<file path="src/core/cwg_pkg.sv">
// constants and state types for the complementary waveform generator
package cwg_pkg;

  // ****************************************
  // register map
  // ****************************************
  localparam logic [2:0] REG_MAIN = 3'h0;
  localparam logic [2:0] REG_POL = 3'h1;
  localparam logic [2:0] REG_SRC = 3'h2;
  localparam logic [2:0] REG_RISE = 3'h3;
  localparam logic [2:0] REG_FALL = 3'h4;
  localparam logic [2:0] REG_CLK = 3'h5;
  localparam logic [2:0] REG_SHUT = 3'h6;
  localparam logic [2:0] REG_STAT = 3'h7;
  localparam int EN_BIT = 7;
  localparam int LD_BIT = 6;
  localparam int SD_BIT = 0;
  localparam int OVR_AC_BIT = 1;
  localparam int OVR_BD_BIT = 2;
  localparam int CS_BIT = 0;
  localparam logic [5:0] COUNT_ZERO = 6'h00;

  // ****************************************
  // modes and sources
  // ****************************************
  typedef enum logic [2:0] {
    MODE_ASYNC_STEER = 3'b000,
    MODE_SYNC_STEER = 3'b001,
    MODE_FB_FWD = 3'b010,
    MODE_FB_REV = 3'b011,
    MODE_HALF = 3'b100,
    MODE_PUSH_PULL = 3'b101
  } mode_t;

  localparam logic [3:0] SRC_PIN = 4'h0;
  localparam logic [3:0] SRC_CMP1 = 4'h1;
  localparam logic [3:0] SRC_CMP2 = 4'h2;
  localparam logic [3:0] SRC_CCP1 = 4'h3;
  localparam logic [3:0] SRC_CCP2 = 4'h4;
  localparam logic [3:0] SRC_CCP3 = 4'h5;
  localparam logic [3:0] SRC_CCP4 = 4'h6;
  localparam logic [3:0] SRC_PWM1 = 4'h7;
  localparam logic [3:0] SRC_PWM2 = 4'h8;
  localparam logic [3:0] SRC_OSC = 4'h9;
  localparam logic [3:0] SRC_LC1 = 4'hA;
  localparam logic [3:0] SRC_LC2 = 4'hB;
  localparam logic [3:0] SRC_LC3 = 4'hC;
  localparam logic [3:0] SRC_LC4 = 4'hD;

  // ****************************************
  // state types
  // ****************************************
  typedef enum logic {DB_IDLE = 1'b0, DB_COUNT = 1'b1} db_phase_t;

  typedef struct packed {
    db_phase_t phase;
    logic [5:0] cnt;
  } db_state_t;

  localparam db_state_t DB_RESET = '{phase: DB_IDLE, cnt: 6'h00};

  typedef struct packed {
    logic en;
    logic ld;
    logic ld_armed;
    logic [2:0] mode;
    logic [3:0] pol;
    logic [3:0] src;
    logic [5:0] rise_buf;
    logic [5:0] fall_buf;
    logic [5:0] rise_work;
    logic [5:0] fall_work;
    logic cs;
    logic sd;
    logic ovr_ac;
    logic ovr_bd;
    logic dir;
    logic dir_known;
    logic hold;
    logic data_prev;
    logic osc_req;
    logic [3:0] outs;
    logic [7:0] rdata;
  } ctrl_state_t;

  localparam ctrl_state_t CTRL_RESET = '{
    en: 1'b0, ld: 1'b0, ld_armed: 1'b0, mode: 3'h0, pol: 4'h0,
    src: 4'h0, rise_buf: 6'h00, fall_buf: 6'h00, rise_work: 6'h00,
    fall_work: 6'h00, cs: 1'b0, sd: 1'b0, ovr_ac: 1'b0, ovr_bd: 1'b0,
    dir: 1'b0, dir_known: 1'b0, hold: 1'b1, data_prev: 1'b0,
    osc_req: 1'b0, outs: 4'h0, rdata: 8'h00};

endpackage

</file>
<file path="src/core/cwg_core.sv">
// complementary waveform generator with dead band, register port
`timescale 1ns/1ns
module cwg_core
  import cwg_pkg::*;
(
  input wire logic mclk_i,
  input wire logic reset_n_i,
  input wire logic [2:0] addr_i,
  input wire logic [7:0] wdata_i,
  input wire logic wr_i,
  input wire logic rd_i,
  output logic [7:0] rdata_o,
  input wire logic pin_select_input_i,
  input wire logic comparator_one_out_i,
  input wire logic comparator_two_out_i,
  input wire logic [3:0] capture_pwm_i,
  input wire logic [1:0] pwm_i,
  input wire logic osc_out_i,
  input wire logic [3:0] logic_cell_i,
  input wire logic fast_internal_osc_i,
  input wire logic sleep_i,
  output logic osc_keep_on_o,
  output logic out_a_o,
  output logic out_b_o,
  output logic out_c_o,
  output logic out_d_o
);

  ctrl_state_t s;
  ctrl_state_t n;

  logic data;
  logic data_rise;
  logic data_fall;
  logic tick;
  logic is_hb;
  logic is_fb;
  logic want_rev;
  logic dir_switch;
  logic dir_eff;
  logic rise_start;
  logic fall_start;
  logic rise_abort;
  logic fall_abort;
  logic rise_busy;
  logic fall_busy;
  logic rise_gate;
  logic fall_gate;
  logic [3:0] raw;

  // ****************************************
  // helpers
  // ****************************************
  function automatic logic fb_code(input logic [2:0] m);
    fb_code = (m == MODE_FB_FWD) || (m == MODE_FB_REV);
  endfunction

  function automatic logic db_gate(input logic busy, input logic start,
                                   input logic [5:0] limit);
    db_gate = busy || (start && limit != COUNT_ZERO);
  endfunction

  // ****************************************
  // input selection and edges
  // ****************************************
  cwg_source_mux u_mux (
    .mclk_i(mclk_i),
    .reset_n_i(reset_n_i),
    .source_select_i(s.src),
    .pin_select_input_i(pin_select_input_i),
    .comparator_one_out_i(comparator_one_out_i),
    .comparator_two_out_i(comparator_two_out_i),
    .capture_pwm_i(capture_pwm_i),
    .pwm_i(pwm_i),
    .osc_out_i(osc_out_i),
    .logic_cell_i(logic_cell_i),
    .data_o(data)
  );

  assign data_rise = s.en && data && !s.data_prev;
  assign data_fall = s.en && !data && s.data_prev;

  // dead-band tick: system clock stops in sleep, oscillator does not
  assign tick = s.cs ? fast_internal_osc_i : !sleep_i;

  // ****************************************
  // mode decode and dead-band starts
  // ****************************************
  assign is_hb = s.en && (s.mode == MODE_HALF);
  assign is_fb = s.en && fb_code(s.mode);
  assign want_rev = (s.mode == MODE_FB_REV);
  assign dir_switch = is_fb && data_rise && s.dir_known
    && (want_rev != s.dir);
  assign dir_eff = dir_switch ? want_rev : s.dir;

  // half bridge times data edges, full bridge only direction changes
  assign rise_start = is_hb ? data_rise
    : (dir_switch && want_rev);
  assign fall_start = is_hb ? data_fall
    : (dir_switch && !want_rev);
  assign rise_abort = (is_hb && data_fall) || !s.en;
  assign fall_abort = (is_hb && data_rise) || !s.en;

  cwg_deadband u_rise (
    .mclk_i(mclk_i),
    .reset_n_i(reset_n_i),
    .start_i(rise_start),
    .abort_i(rise_abort),
    .tick_i(tick),
    .limit_i(s.rise_work),
    .busy_o(rise_busy)
  );

  cwg_deadband u_fall (
    .mclk_i(mclk_i),
    .reset_n_i(reset_n_i),
    .start_i(fall_start),
    .abort_i(fall_abort),
    .tick_i(tick),
    .limit_i(s.fall_work),
    .busy_o(fall_busy)
  );

  assign rise_gate = db_gate(rise_busy, rise_start, s.rise_work);
  assign fall_gate = db_gate(fall_busy, fall_start, s.fall_work);

  // ****************************************
  // waveform, raw order is {d, c, b, a}
  // ****************************************
  always_comb begin
    raw = 4'h0;
    if (is_hb) begin
      raw[0] = data && !rise_gate;
      raw[1] = !data && !fall_gate;
      raw[2] = raw[0];
      raw[3] = raw[1];
    end else if (is_fb && (s.dir_known || data_rise)) begin
      if (!dir_eff) begin
        raw[0] = 1'b1;
        raw[3] = data && !fall_gate;
      end else begin
        raw[2] = 1'b1;
        raw[1] = data && !rise_gate;
      end
    end
  end

  // ****************************************
  // next state
  // ****************************************
  always_comb begin
    n = s;
    n.rdata = 8'h00;
    n.data_prev = data;
    n.hold = !s.en;
    n.osc_req = s.en && s.cs;

    // direction tracking
    if (!s.en) begin
      n.dir_known = 1'b0;
      n.ld_armed = 1'b0;
    end else if (is_fb && data_rise) begin
      n.dir_known = 1'b1;
      n.dir = want_rev;
    end

    // buffered count transfer while enabled
    if (s.en && s.ld) begin
      if (data_fall) begin
        n.ld_armed = 1'b1;
      end
      if (s.ld_armed && data_rise) begin
        n.rise_work = s.rise_buf;
        n.fall_work = s.fall_buf;
        n.ld = 1'b0;
        n.ld_armed = 1'b0;
      end
    end

    // register writes, a set of the load request beats its clearing
    if (wr_i) begin
      case (addr_i)
        REG_MAIN: begin
          n.en = wdata_i[EN_BIT];
          n.ld = wdata_i[LD_BIT];
          if (!wdata_i[LD_BIT]) begin
            n.ld_armed = 1'b0;
          end
          if (!s.en || (fb_code(s.mode) && fb_code(wdata_i[2:0]))) begin
            n.mode = wdata_i[2:0];
          end
        end
        REG_POL: n.pol = wdata_i[3:0];
        REG_SRC: n.src = wdata_i[3:0];
        REG_RISE: begin
          n.rise_buf = wdata_i[5:0];
          if (!s.en) begin
            n.rise_work = wdata_i[5:0];
          end
        end
        REG_FALL: begin
          n.fall_buf = wdata_i[5:0];
          if (!s.en) begin
            n.fall_work = wdata_i[5:0];
          end
        end
        REG_CLK: n.cs = wdata_i[CS_BIT];
        REG_SHUT: begin
          n.sd = wdata_i[SD_BIT];
          n.ovr_ac = wdata_i[OVR_AC_BIT];
          n.ovr_bd = wdata_i[OVR_BD_BIT];
        end
        default: n.en = s.en;
      endcase
    end

    // register reads, data stand one cycle
    if (rd_i) begin
      case (addr_i)
        REG_MAIN: n.rdata = {s.en, s.ld, 3'h0, s.mode};
        REG_POL: n.rdata = {4'h0, s.pol};
        REG_SRC: n.rdata = {4'h0, s.src};
        REG_RISE: n.rdata = {2'h0, s.rise_buf};
        REG_FALL: n.rdata = {2'h0, s.fall_buf};
        REG_CLK: n.rdata = {7'h00, s.cs};
        REG_SHUT: n.rdata = {5'h00, s.ovr_bd, s.ovr_ac, s.sd};
        REG_STAT: n.rdata = {s.outs, s.dir, rise_busy, fall_busy, s.ld_armed};
        default: n.rdata = 8'h00;
      endcase
    end

    // output stage
    if (!s.en || s.hold) begin
      n.outs = 4'h0;
    end else if (s.sd) begin
      n.outs = {s.ovr_bd, s.ovr_ac, s.ovr_bd, s.ovr_ac};
    end else begin
      n.outs = raw ^ s.pol;
    end
  end

  always_ff @(posedge mclk_i) begin
    if (!reset_n_i) begin
      s <= CTRL_RESET;
    end else begin
      s <= n;
    end
  end

  assign rdata_o = s.rdata;
  assign osc_keep_on_o = s.osc_req;
  assign out_a_o = s.outs[0];
  assign out_b_o = s.outs[1];
  assign out_c_o = s.outs[2];
  assign out_d_o = s.outs[3];

  // ****************************************
  // checks
  // ****************************************
  a_fb_forward_static: assert property (@(posedge mclk_i)
    disable iff (!reset_n_i)
    is_fb && !s.hold && !s.sd && s.dir_known && !dir_switch && !s.dir
    |=> out_a_o == !$past(s.pol[0]) && out_c_o == $past(s.pol[2])
      && out_b_o == $past(s.pol[1]))
    else $error("forward bridge static levels wrong");

  a_fb_reverse_static: assert property (@(posedge mclk_i)
    disable iff (!reset_n_i)
    is_fb && !s.hold && !s.sd && s.dir_known && !dir_switch && s.dir
    |=> out_c_o == !$past(s.pol[2]) && out_a_o == $past(s.pol[0])
      && out_d_o == $past(s.pol[3]))
    else $error("reverse bridge static levels wrong");

  a_dir_on_edge: assert property (@(posedge mclk_i)
    disable iff (!reset_n_i)
    s.en && $past(s.en) && $changed(s.dir)
    |-> $past(data_rise) && $past(is_fb))
    else $error("direction changed without data rise");

  a_rev_resume: assert property (@(posedge mclk_i)
    disable iff (!reset_n_i)
    dir_switch && want_rev && s.rise_work != COUNT_ZERO && !s.sd
      && !s.hold
    |=> out_b_o == $past(s.pol[1]))
    else $error("modulation resumed inside direction dead band");

  a_fwd_resume: assert property (@(posedge mclk_i)
    disable iff (!reset_n_i)
    dir_switch && !want_rev && s.fall_work != COUNT_ZERO && !s.sd
      && !s.hold
    |=> out_d_o == $past(s.pol[3]))
    else $error("d modulated inside direction dead band");

  a_enable_clear: assert property (@(posedge mclk_i)
    disable iff (!reset_n_i)
    $rose(s.en) |=> out_a_o == 1'b0 && out_b_o == 1'b0
      && out_c_o == 1'b0 && out_d_o == 1'b0)
    else $error("outputs not cleared after enable");

  a_override_level: assert property (@(posedge mclk_i)
    disable iff (!reset_n_i)
    s.en && !s.hold && s.sd
    |=> out_a_o == $past(s.ovr_ac) && out_b_o == $past(s.ovr_bd))
    else $error("override level altered by polarity");

  a_hb_rise_hold: assert property (@(posedge mclk_i)
    disable iff (!reset_n_i)
    is_hb && !s.hold && !s.sd && rise_busy
    |=> out_a_o == $past(s.pol[0]))
    else $error("a turned on during rise dead band");

  a_hb_fall_hold: assert property (@(posedge mclk_i)
    disable iff (!reset_n_i)
    is_hb && !s.hold && !s.sd && fall_busy
    |=> out_b_o == $past(s.pol[1]))
    else $error("b turned on during fall dead band");

  a_other_no_band: assert property (@(posedge mclk_i)
    disable iff (!reset_n_i)
    s.en && !is_hb && !is_fb
    |-> !rise_start && !fall_start && !rise_busy && !fall_busy)
    else $error("dead band started outside bridge modes");

  a_load_disabled: assert property (@(posedge mclk_i)
    disable iff (!reset_n_i)
    wr_i && addr_i == REG_RISE && !s.en
    |=> s.rise_work == $past(wdata_i[5:0]))
    else $error("disabled write skipped working count");

  a_load_clear: assert property (@(posedge mclk_i)
    disable iff (!reset_n_i)
    s.en && s.ld && s.ld_armed && data_rise
      && !(wr_i && addr_i == REG_MAIN)
    |=> !s.ld && s.rise_work == $past(s.rise_buf)
      && s.fall_work == $past(s.fall_buf))
    else $error("load request not completed on rising edge");

  a_read_one_cycle: assert property (@(posedge mclk_i)
    disable iff (!reset_n_i)
    !rd_i |=> rdata_o == 8'h00)
    else $error("read data stood beyond one cycle");

endmodule // cwg_core

</file>
<file path="src/core/cwg_source_mux.sv">
// data input selector of the waveform generator
`timescale 1ns/1ns
module cwg_source_mux
  import cwg_pkg::*;
(
  input wire logic mclk_i,
  input wire logic reset_n_i,
  input wire logic [3:0] source_select_i,
  input wire logic pin_select_input_i,
  input wire logic comparator_one_out_i,
  input wire logic comparator_two_out_i,
  input wire logic [3:0] capture_pwm_i,
  input wire logic [1:0] pwm_i,
  input wire logic osc_out_i,
  input wire logic [3:0] logic_cell_i,
  output logic data_o
);

  logic s;
  logic n;

  // ****************************************
  // source selection
  // ****************************************
  always_comb begin
    case (source_select_i)
      SRC_PIN: n = pin_select_input_i;
      SRC_CMP1: n = comparator_one_out_i;
      SRC_CMP2: n = comparator_two_out_i;
      SRC_CCP1: n = capture_pwm_i[0];
      SRC_CCP2: n = capture_pwm_i[1];
      SRC_CCP3: n = capture_pwm_i[2];
      SRC_CCP4: n = capture_pwm_i[3];
      SRC_PWM1: n = pwm_i[0];
      SRC_PWM2: n = pwm_i[1];
      SRC_OSC: n = osc_out_i;
      SRC_LC1: n = logic_cell_i[0];
      SRC_LC2: n = logic_cell_i[1];
      SRC_LC3: n = logic_cell_i[2];
      SRC_LC4: n = logic_cell_i[3];
      default: n = 1'b0;
    endcase
  end

  always_ff @(posedge mclk_i) begin
    if (!reset_n_i) begin
      s <= 1'b0;
    end else begin
      s <= n;
    end
  end

  assign data_o = s;

endmodule // cwg_source_mux

</file>
<file path="src/core/cwg_deadband.sv">
// one 6-bit dead-band counter
`timescale 1ns/1ns
module cwg_deadband
  import cwg_pkg::*;
(
  input wire logic mclk_i,
  input wire logic reset_n_i,
  input wire logic start_i,
  input wire logic abort_i,
  input wire logic tick_i,
  input wire logic [5:0] limit_i,
  output logic busy_o
);

  db_state_t s;
  db_state_t n;

  // ****************************************
  // counter
  // ****************************************
  always_comb begin
    n = s;
    case (s.phase)
      DB_IDLE: begin
        if (start_i && limit_i != COUNT_ZERO) begin
          n.phase = DB_COUNT;
          n.cnt = COUNT_ZERO;
        end
      end
      DB_COUNT: begin
        if (abort_i) begin
          n.phase = DB_IDLE;
        end else if (start_i) begin
          n.phase = (limit_i != COUNT_ZERO) ? DB_COUNT : DB_IDLE;
          n.cnt = COUNT_ZERO;
        end else if (tick_i) begin
          if (s.cnt + 6'h01 >= limit_i) begin
            n.phase = DB_IDLE;
          end else begin
            n.cnt = s.cnt + 6'h01;
          end
        end
      end
      default: n = DB_RESET;
    endcase
  end

  always_ff @(posedge mclk_i) begin
    if (!reset_n_i) begin
      s <= DB_RESET;
    end else begin
      s <= n;
    end
  end

  assign busy_o = (s.phase == DB_COUNT);

  a_zero_count: assert property (@(posedge mclk_i)
    disable iff (!reset_n_i)
    start_i && !abort_i && limit_i == COUNT_ZERO |=> !busy_o)
    else $error("zero dead-band count started a delay");

  a_count_step: assert property (@(posedge mclk_i)
    disable iff (!reset_n_i)
    busy_o && tick_i && !abort_i && !start_i
      && (s.cnt + 6'h01 < limit_i)
    |=> busy_o && s.cnt == $past(s.cnt) + 6'h01)
    else $error("dead-band counter failed to step");

endmodule // cwg_deadband

</file>
<file path="config.mk">
export PLATFORM = sky130hd
export DESIGN_NAME = cwg_core
export DESIGN_NICKNAME = d
export VERILOG_FILES = /design/src/core/cwg_pkg.sv /design/src/core/cwg_core.sv /design/src/core/cwg_source_mux.sv /design/src/core/cwg_deadband.sv
export SDC_FILE = /design/constraint.sdc
export NUM_CORES = 1
export LEC_CHECK = 0
export BUFFER_PORTS_ARGS = -buffer_cell sky130_fd_sc_hd__buf_2
export CORE_MARGIN = 1.5
export CORE_UTILIZATION = 50
export DETAILED_ROUTE_END_ITERATION = 16
export PLACE_DENSITY = 0.72
export SLEW_MARGIN = 20
export SYNTH_ARGS = -nofsm -noshare
export SYNTH_HDL_FRONTEND = slang
export SYNTH_SLANG_ARGS = --single-unit
</file>
<file path="constraint.sdc">
create_clock -name mclk_i -period 3.4 [get_ports mclk_i]
set_clock_uncertainty 0.2 [all_clocks]
set_input_delay 0.68 -clock mclk_i [delete_from_list [all_inputs] [get_ports mclk_i]]
set_output_delay 0.68 -clock mclk_i [all_outputs]
set_load 0.01 [all_outputs]
</file>
==> impl_metrics.toml, run 1 <==
[worst_setup_path]
path_delay_family = "compound AO/OA/AOI/OAI gates"
critPathBufInv = 0
r2r-end = "u_rise.s[3]"
critPathMaxFanout = 6
rr_worst_depth = 9
slowest_stage = "dfxtp_1"
startpoint_type = "flop"
cp.arrival_ns = 2.82
crit_required_ns = 3.45
crit_chain = "ha_1 -> nand3_1 -> xnor2_1 -> ha_1 -> a21o_1 -> a21o_1 -> a211oi_1 -> a31oi_2 -> a31o_2"
r2r_setup_slack_ns = 0.63
critPathMaxStageDelay_ns = 0.40
crit_type = "reg2reg"
reg2reg_from = "u_rise.s[0]"
worst_setup_path_end_kind = "flop"

[clocking]
cts_max_level = 3
post_cts_resized = 0
post-cts-setup-buffers = 0
clk_pin_slew_worst_paths_ns = 0.08
numCtsBuffers = 9
cts_buffer_depth = 2
clk_latency_ns = 0.36
cts_tree = "built"
cts.root.buffer_cell = "clkbuf_8"
cts-hold-fix-buffers = 0
clock_sinks = 74

[synthesis]
yosysUniqueCellTypes = 63
yosysTopAreaCellShare_pct = 35.1
ys_ff_latch = 74
synth_top_area_cell = "dfxtp_1"
synth_top_cells_by_area = "dfxtp_1, mux2i_1, nor2b_1, nand2_1, ha_1"
synthFlopType = "dfxtp_1"
synth-edff-count = 0
ys_seq_area_share_pct = 35.1
syn-num-nets = 513
ys_warn_count = 0
postSynthCellCount = 468
syn_avg_cell_area_sq_um = 9.02
synthArstFlopShare_pct = 0
syn_area_sq_um = 4220

[place]
dp.cells = 584
port_buffers = 43
placement.cell_area_sq_um = 4410
place_hpwl_mm = 7.07
gp_congestion = 0.878
dp_slack_ns = 0.656

[timing]
final_max_slew_viol_count = 0
finalSetupTns_ns = 0
fmax_mhz = 362
fin_ws_ns = 0.634
relSlewSlack_pct = 45.3
holdWs_ns = 0.273
period_share_pct = 81.4
finalHoldViolCount = 0
period_needed_ns = 2.77
setup_viol = 0
grt_setup_unrepaired = "no"
tightest_slew_ns = 0.818

[drt]
first_iter_violations = 209
drt-pass1-iter-count = 4
drcViolationCount = 0
wl_per_cell_um = 15.9
vias = 3448
drt-vias-per-instance = 5.75
wirelength_mm = 9.54
ant_nets = 0

[layout]
fin_cells = 600
fin_nets = 535
antenna_cells = 0
post-route-cell-area_sq_um = 4600
drive_above_1_share_pct = 18.0
area_growth_pct = 8.93
final_core_util_pct = 56.2

[die]
ioPinCount = 44
rows = 33
die_w_um = 94.9
start_util_pct = 51.6
fp.coreArea_sq_um = 8180
die_h_um = 94.9
die_area_sq_um = 9000

[global_route]
met3_usage_pct = 4.11
grt-busiest-layer = "met2"
grt_util_met1_pct = 29.3
grt_remaining_overflow = 0
grt_pass1_wl_mm = 15.3
track_usage_pct = 22.5
grt_pass1_vias = 3128
grt_max_degree = 34
met2_usage_pct = 37.0
antenna_found_initial = 0

[status]
outcome = "complete, no violations"

[run]
max_cap_violations = 0

[pwr]
power_density_nw_per_um2 = 365
p_leak_nw = 2.06
finalPower_mw = 1.68
peakVddDrop_uv = 238

[min_path]
min_from = "u_rise.s[5]"
hold_path.class = "reg2reg"
min_to = "u_rise.s[5]"
holdPathStages = 2
[worst reg2reg max path: cells and delay by family (launching register included)]
| family | cells | cell delay (ns) |
|---|---|---|
| AOI/OAI and AO/OA | 5 | 1.19 |
| and+or+nand+nor | 1 | 0.12 |
| DFF | 1 | 0.40 |
| xor gates and xnor gates | 1 | 0.22 |
| adders and majority gates | 2 | 0.53 |
[worst max path at each step]
stage | startpoint | to | slack [ns] | cells past startpoint
after CTS | u_rise.s[0] | u_rise.s[3] | 0.64 | 9
after global placement | u_rise.s[0] | u_rise.s[3] | 0.77 | 9
after global routing | u_rise.s[0] | u_rise.s[3] | 0.37 | 9
final | u_rise.s[0] | u_rise.s[3] | 0.63 | 9
after floorplan | u_rise.s[0] | u_rise.s[3] | 0.89 | 9
after detailed placement | u_rise.s[0] | u_rise.s[3] | 0.66 | 9
[state kept, by name, indices dropped and copies added (netlist names)]
register       count
out_d_o            1
out_c_o            1
u_rise.busy_o      1
u_fall.busy_o      1
osc_keep_on_o      1
rdata_o            8
s                 46
out_a_o            1
u_rise.s           6
out_b_o            1
u_fall.s           6
u_mux.data_o       1
[cells by family (layout without fill, tap and decap cells)]
group | Yosys count | after routing | synth area share, %
buffers and inverters | 54 | 81 | 5.99
XOR/XNOR | 8 | 8 | 1.66
multiplexers | 50 | 50 | 14.0
adder cells (fa/ha/maj) | 14 | 14 | 4.15
AND/OR/NAND/NOR | 189 | 189 | 25.4
flip-flops | 74 | 74 | 35.1
AO/OA/AOI/OAI | 79 | 79 | 13.7
[power breakdown]
group	total [mW]	internal [mW]	leakage, nW	switching, mW
clock	0.632	0.292	0.0937	0.340
combinational	0.144	0.0632	1.37	0.0808
sequential	0.900	0.881	0.599	0.0183
[cells in the final DEF (no fill, tap or decap), types with 6 or more instances in the layout]
| cell | netlist | routed |
|---|---|---|
| a21boi_0 | 6 | 6 |
| a21oi_1 | 18 | 18 |
| buf_2 | 7 | 43 |
| clkbuf_8 | 0 | 10 |
| dfxtp_1 | 74 | 74 |
| ha_1 | 14 | 14 |
| inv_1 | 17 | 17 |
| mux2i_1 | 42 | 42 |
| mux4_2 | 7 | 7 |
| nand2_1 | 51 | 51 |
| nand3_1 | 26 | 26 |
| nand4_1 | 6 | 6 |
| nor2_1 | 19 | 19 |
| nor2b_1 | 35 | 35 |
| nor3_1 | 6 | 6 |
| o211a_1 | 12 | 12 |
| o21ai_0 | 9 | 9 |
[synth_stat cells, types with 4 or more instances]
| master | number |
|---|---|
| o211a_1 | 12 |
| mux2i_1 | 42 |
| xnor2_1 | 4 |
| and3_1 | 5 |
| nor2b_1 | 35 |
| a21oi_1 | 18 |
| nand2_1 | 51 |
| inv_1 | 17 |
| nand3_1 | 26 |
| xor2_1 | 4 |
| and2_1 | 5 |
| mux4_2 | 7 |
| buf_2 | 7 |
| nand2b_1 | 4 |
| nand4_1 | 6 |
| buf_4 | 9 |
| nand3b_1 | 4 |
| o21ai_0 | 9 |
| a21boi_0 | 6 |
| ha_1 | 14 |
| dfxtp_1 | 74 |
| nor3_1 | 6 |
| nor2_1 | 19 |
| clkbuf_1 | 16 |
[layout make-up]
| type | count | area, sq um |
|---|---|---|
| fillers | 738 | 3580 |
| multi-input cells | 340 | 2480 |
| flip-flops and latches | 74 | 1480 |
| repair buffers | 47 | 245 |
| clock buffers | 10 | 138 |
| well taps | 105 | 131 |
| inverters | 18 | 67.6 |
| clock inverters | 6 | 47.5 |
[routing by layer]
metal  vias to the layer above  routed length (um)
met5                         -                   0
met4                         0                 148
met3                        15                 332
met2                        44                4680
met1                      1673                4380
li1                       1716                   -
(Power assumes the default switching activity.)
==> run 2: changes to the inputs <==
--- a/config.mk
+++ b/config.mk
@@ -5,11 +5,12 @@
 export SDC_FILE = /design/constraint.sdc
 export NUM_CORES = 1
 export LEC_CHECK = 0
+export ABC_AREA = 1
 export BUFFER_PORTS_ARGS = -buffer_cell sky130_fd_sc_hd__buf_2
 export CORE_MARGIN = 1.5
 export CORE_UTILIZATION = 50
 export DETAILED_ROUTE_END_ITERATION = 16
-export PLACE_DENSITY = 0.72
+export PLACE_DENSITY = 0.73
 export SLEW_MARGIN = 20
 export SYNTH_ARGS = -nofsm -noshare
 export SYNTH_HDL_FRONTEND = slang
==> constraint.sdc (replaced) <==
create_clock -name mclk_i -period 2.6 [get_ports mclk_i]
set_clock_uncertainty 0.2 [all_clocks]
set_input_delay 0.52 -clock mclk_i [delete_from_list [all_inputs] [get_ports mclk_i]]
set_output_delay 0.52 -clock mclk_i [all_outputs]
set_load 0.01 [all_outputs]
==> run 2 against run 1 <==
  * Hold slack got worse by 0.017 ns
  * Utilization increased by 2.8 points
  * First-iteration DRC count increased by 57%
  * Global-route usage increased by 3.0 points
  * Critical path depth increased by 3
  * Die area decreased by 6.0%
  * Power increased by 32%
  * Maximum frequency increased by 10%
  * Register-to-register slack got worse by 0.54 ns
  * Sequential power increased by 31%
  * Wire length increased by 8.3%
  * Critical endpoint is now u_fall.s[1]
==> impl_metrics.toml, run 2 <==
[status]
outcome = "complete, no violations"

[timing]
fin_ws_ns = 0.0915
setup_viol = 0
relSlewSlack_pct = 57.6
period_needed_ns = 2.51
finalHoldViolCount = 0
holdWs_ns = 0.256
final_max_slew_viol_count = 0
period_share_pct = 96.5
fmax_mhz = 399
grt_setup_unrepaired = "yes"
tightest_slew_ns = 0.620

[clocking]
cts.root.buffer_cell = "clkbuf_8"
numCtsBuffers = 9
cts-hold-fix-buffers = 0
cts_max_level = 3
clk_latency_ns = 0.35
clk_pin_slew_worst_paths_ns = 0.08
cts_buffer_depth = 2
cts_tree = "built"
clock_sinks = 74

[die]
fp.coreArea_sq_um = 7690
ioPinCount = 44
start_util_pct = 51.5
rows = 32
die_w_um = 92.0
die_h_um = 92.0
die_area_sq_um = 8460

[place]
dp_slack_ns = 0.0112
gp_congestion = 0.932
port_buffers = 43
place_hpwl_mm = 7.90

[pwr]
combPwrFrac_pct = 9.6
seqPwrFrac_pct = 53.2
p_int_mw = 1.60
switching_share_pct = 27.6
pwr-share-clk_pct = 37.2
peakVddDrop_uv = 315
power_density_nw_per_um2 = 488
p_leak_nw = 2.07
p_switching_uw = 612

[global_route]
grt-busiest-layer = "met2"
grt_util_met1_pct = 33.6
grt_pass1_wl_mm = 17.0
antenna_found_initial = 0
grt_pass1_vias = 3649
grt_max_degree = 19
met3_usage_pct = 3.98
track_usage_pct = 25.6
met2_usage_pct = 40.9
grt_remaining_overflow = 0

[synthesis]
syn-num-nets = 606
ys_ff_latch = 74
synth_commonest_cells = "inv_1, nand2_1, dfxtp_1"
yosysUniqueCellTypes = 43
synth.most_common_cell = "inv_1"
ys_warn_count = 0
ys_seq_area_share_pct = 37.4
synth-edff-count = 0
synth_top_cells_by_area = "dfxtp_1, inv_1, a21oi_1, nand2_1, o21ai_0"
synthArstFlopShare_pct = 0
syn_avg_cell_area_sq_um = 7.06
yosysTopAreaCellShare_pct = 37.4
synthFlopType = "dfxtp_1"
synth_top_area_cell = "dfxtp_1"
syn_area_sq_um = 3960
postSynthCellCount = 561

[layout]
largest_reg_flops = 46
fin_nets = 653
final_core_util_pct = 59.0
drive_above_1_share_pct = 18.3
antenna_cells = 0
final_cell_mix = "inv_1, nand2_1, dfxtp_1"
top_register = "s"
final_common_cell = "inv_1"
area_growth_pct = 14.6

[drt]
first_iter_violations = 328
drt-vias-per-instance = 5.48
wirelength_mm = 10.3
drt-pass1-iter-count = 6
drcViolationCount = 0
ant_nets = 0
vias = 3918
wl_per_cell_um = 14.4

[run]
max_cap_violations = 0

[min_path]
hold_path.class = "in2reg"

[worst_setup_path]
cp.arrival_ns = 2.58
worst_setup_path_end_kind = "flop"
crit_type = "reg2reg"
startpoint_type = "flop"
crit_required_ns = 2.67
critPathMaxFanout = 4
-- run 2: worst paths after layout --
| check | from | cells past startpoint | to | slack [ns] |
|---|---|---|---|---|
| hold / removal | wdata_i[4] | 3 | s[43] | 0.26 |
| setup / recovery | u_fall.s[2] | 12 | u_fall.s[1] | 0.09 |
| hold reg to reg | out_d_o | 2 | rdata_o[7] | 0.26 |
| setup reg to reg | u_fall.s[2] | 12 | u_fall.s[1] | 0.09 |
-- run 2: layer usage --
layer  wire [um]  share of wire, %  vias to the layer above
met4         268               2.6                        0
li1            -                 -                     1946
met1        4600                45                     1825
met2        4760                46                      128
met5           0                 0                        -
met3         690               6.7                       19
-- run 2: area by class of cell --
class / instances / area [sq um]
Timing Repair Buffer: 55 / 305
Clock inverter: 6 / 42.5
Fill cell: 727 / 3150
Multi-Input combinational cell: 368 / 2050
Tap cell: 102 / 128
Inverter: 100 / 377
Sequential cell: 74 / 1500
Clock buffer: 10 / 138
-- run 2: timing repair --
action / CTS / global route
gates resized for setup: 0 / 25
setup buffers: 2 / 2
endpoints found under the setup margin: 3 / 12
pin swaps: 1 / 9
-- run 2: critical path: stages, from the launching register on --
cell       delay [ns]
dfxtp_4          0.37
nand3_2          0.10
nor3_2           0.21
xor2_1           0.25
ha_1             0.29
nand2_2          0.08
inv_1            0.06
nand4_1          0.10
o2111ai_2        0.15
o21ai_2          0.23
buf_4            0.16
a21oi_1          0.06
nor3_1           0.17
-- run 2: logic make-up (layout without fill, tap and decap cells) --
group,count (synthesis),in the layout,synth area share (%)
flops,74,74,37.4
simple gates,197,197,22.1
xor+xnor,8,8,1.77
fa+ha+maj,14,14,4.42
compound gates,149,149,22.0
buf+inv,119,171,12.3
-- run 2: metrics by stage --
step | total power [mW] | instances | instance area, sq um | setup TNS [ns]
floorplan | 1.33 | 561 | 3960 | 0
global placement | 1.41 | 695 | 4250 | 0
detailed placement | 1.41 | 695 | 4250 | 0
CTS | 2.21 | 713 | 4450 | 0
global route | 2.30 | 715 | 4540 | -0.441
finish | 2.21 | 715 | 4540 | 0
-- run 2: power groups by stage --
stage	clock network [mW]	registers, mW	logic (mW)
4_1_cts	0.829	1.18	0.205
2_1_floorplan	0	1.20	0.132
5_1_grt	0.877	1.18	0.238
3_3_place_gp	0	1.21	0.200
6_report	0.824	1.18	0.212
3_5_place_dp	0	1.21	0.204
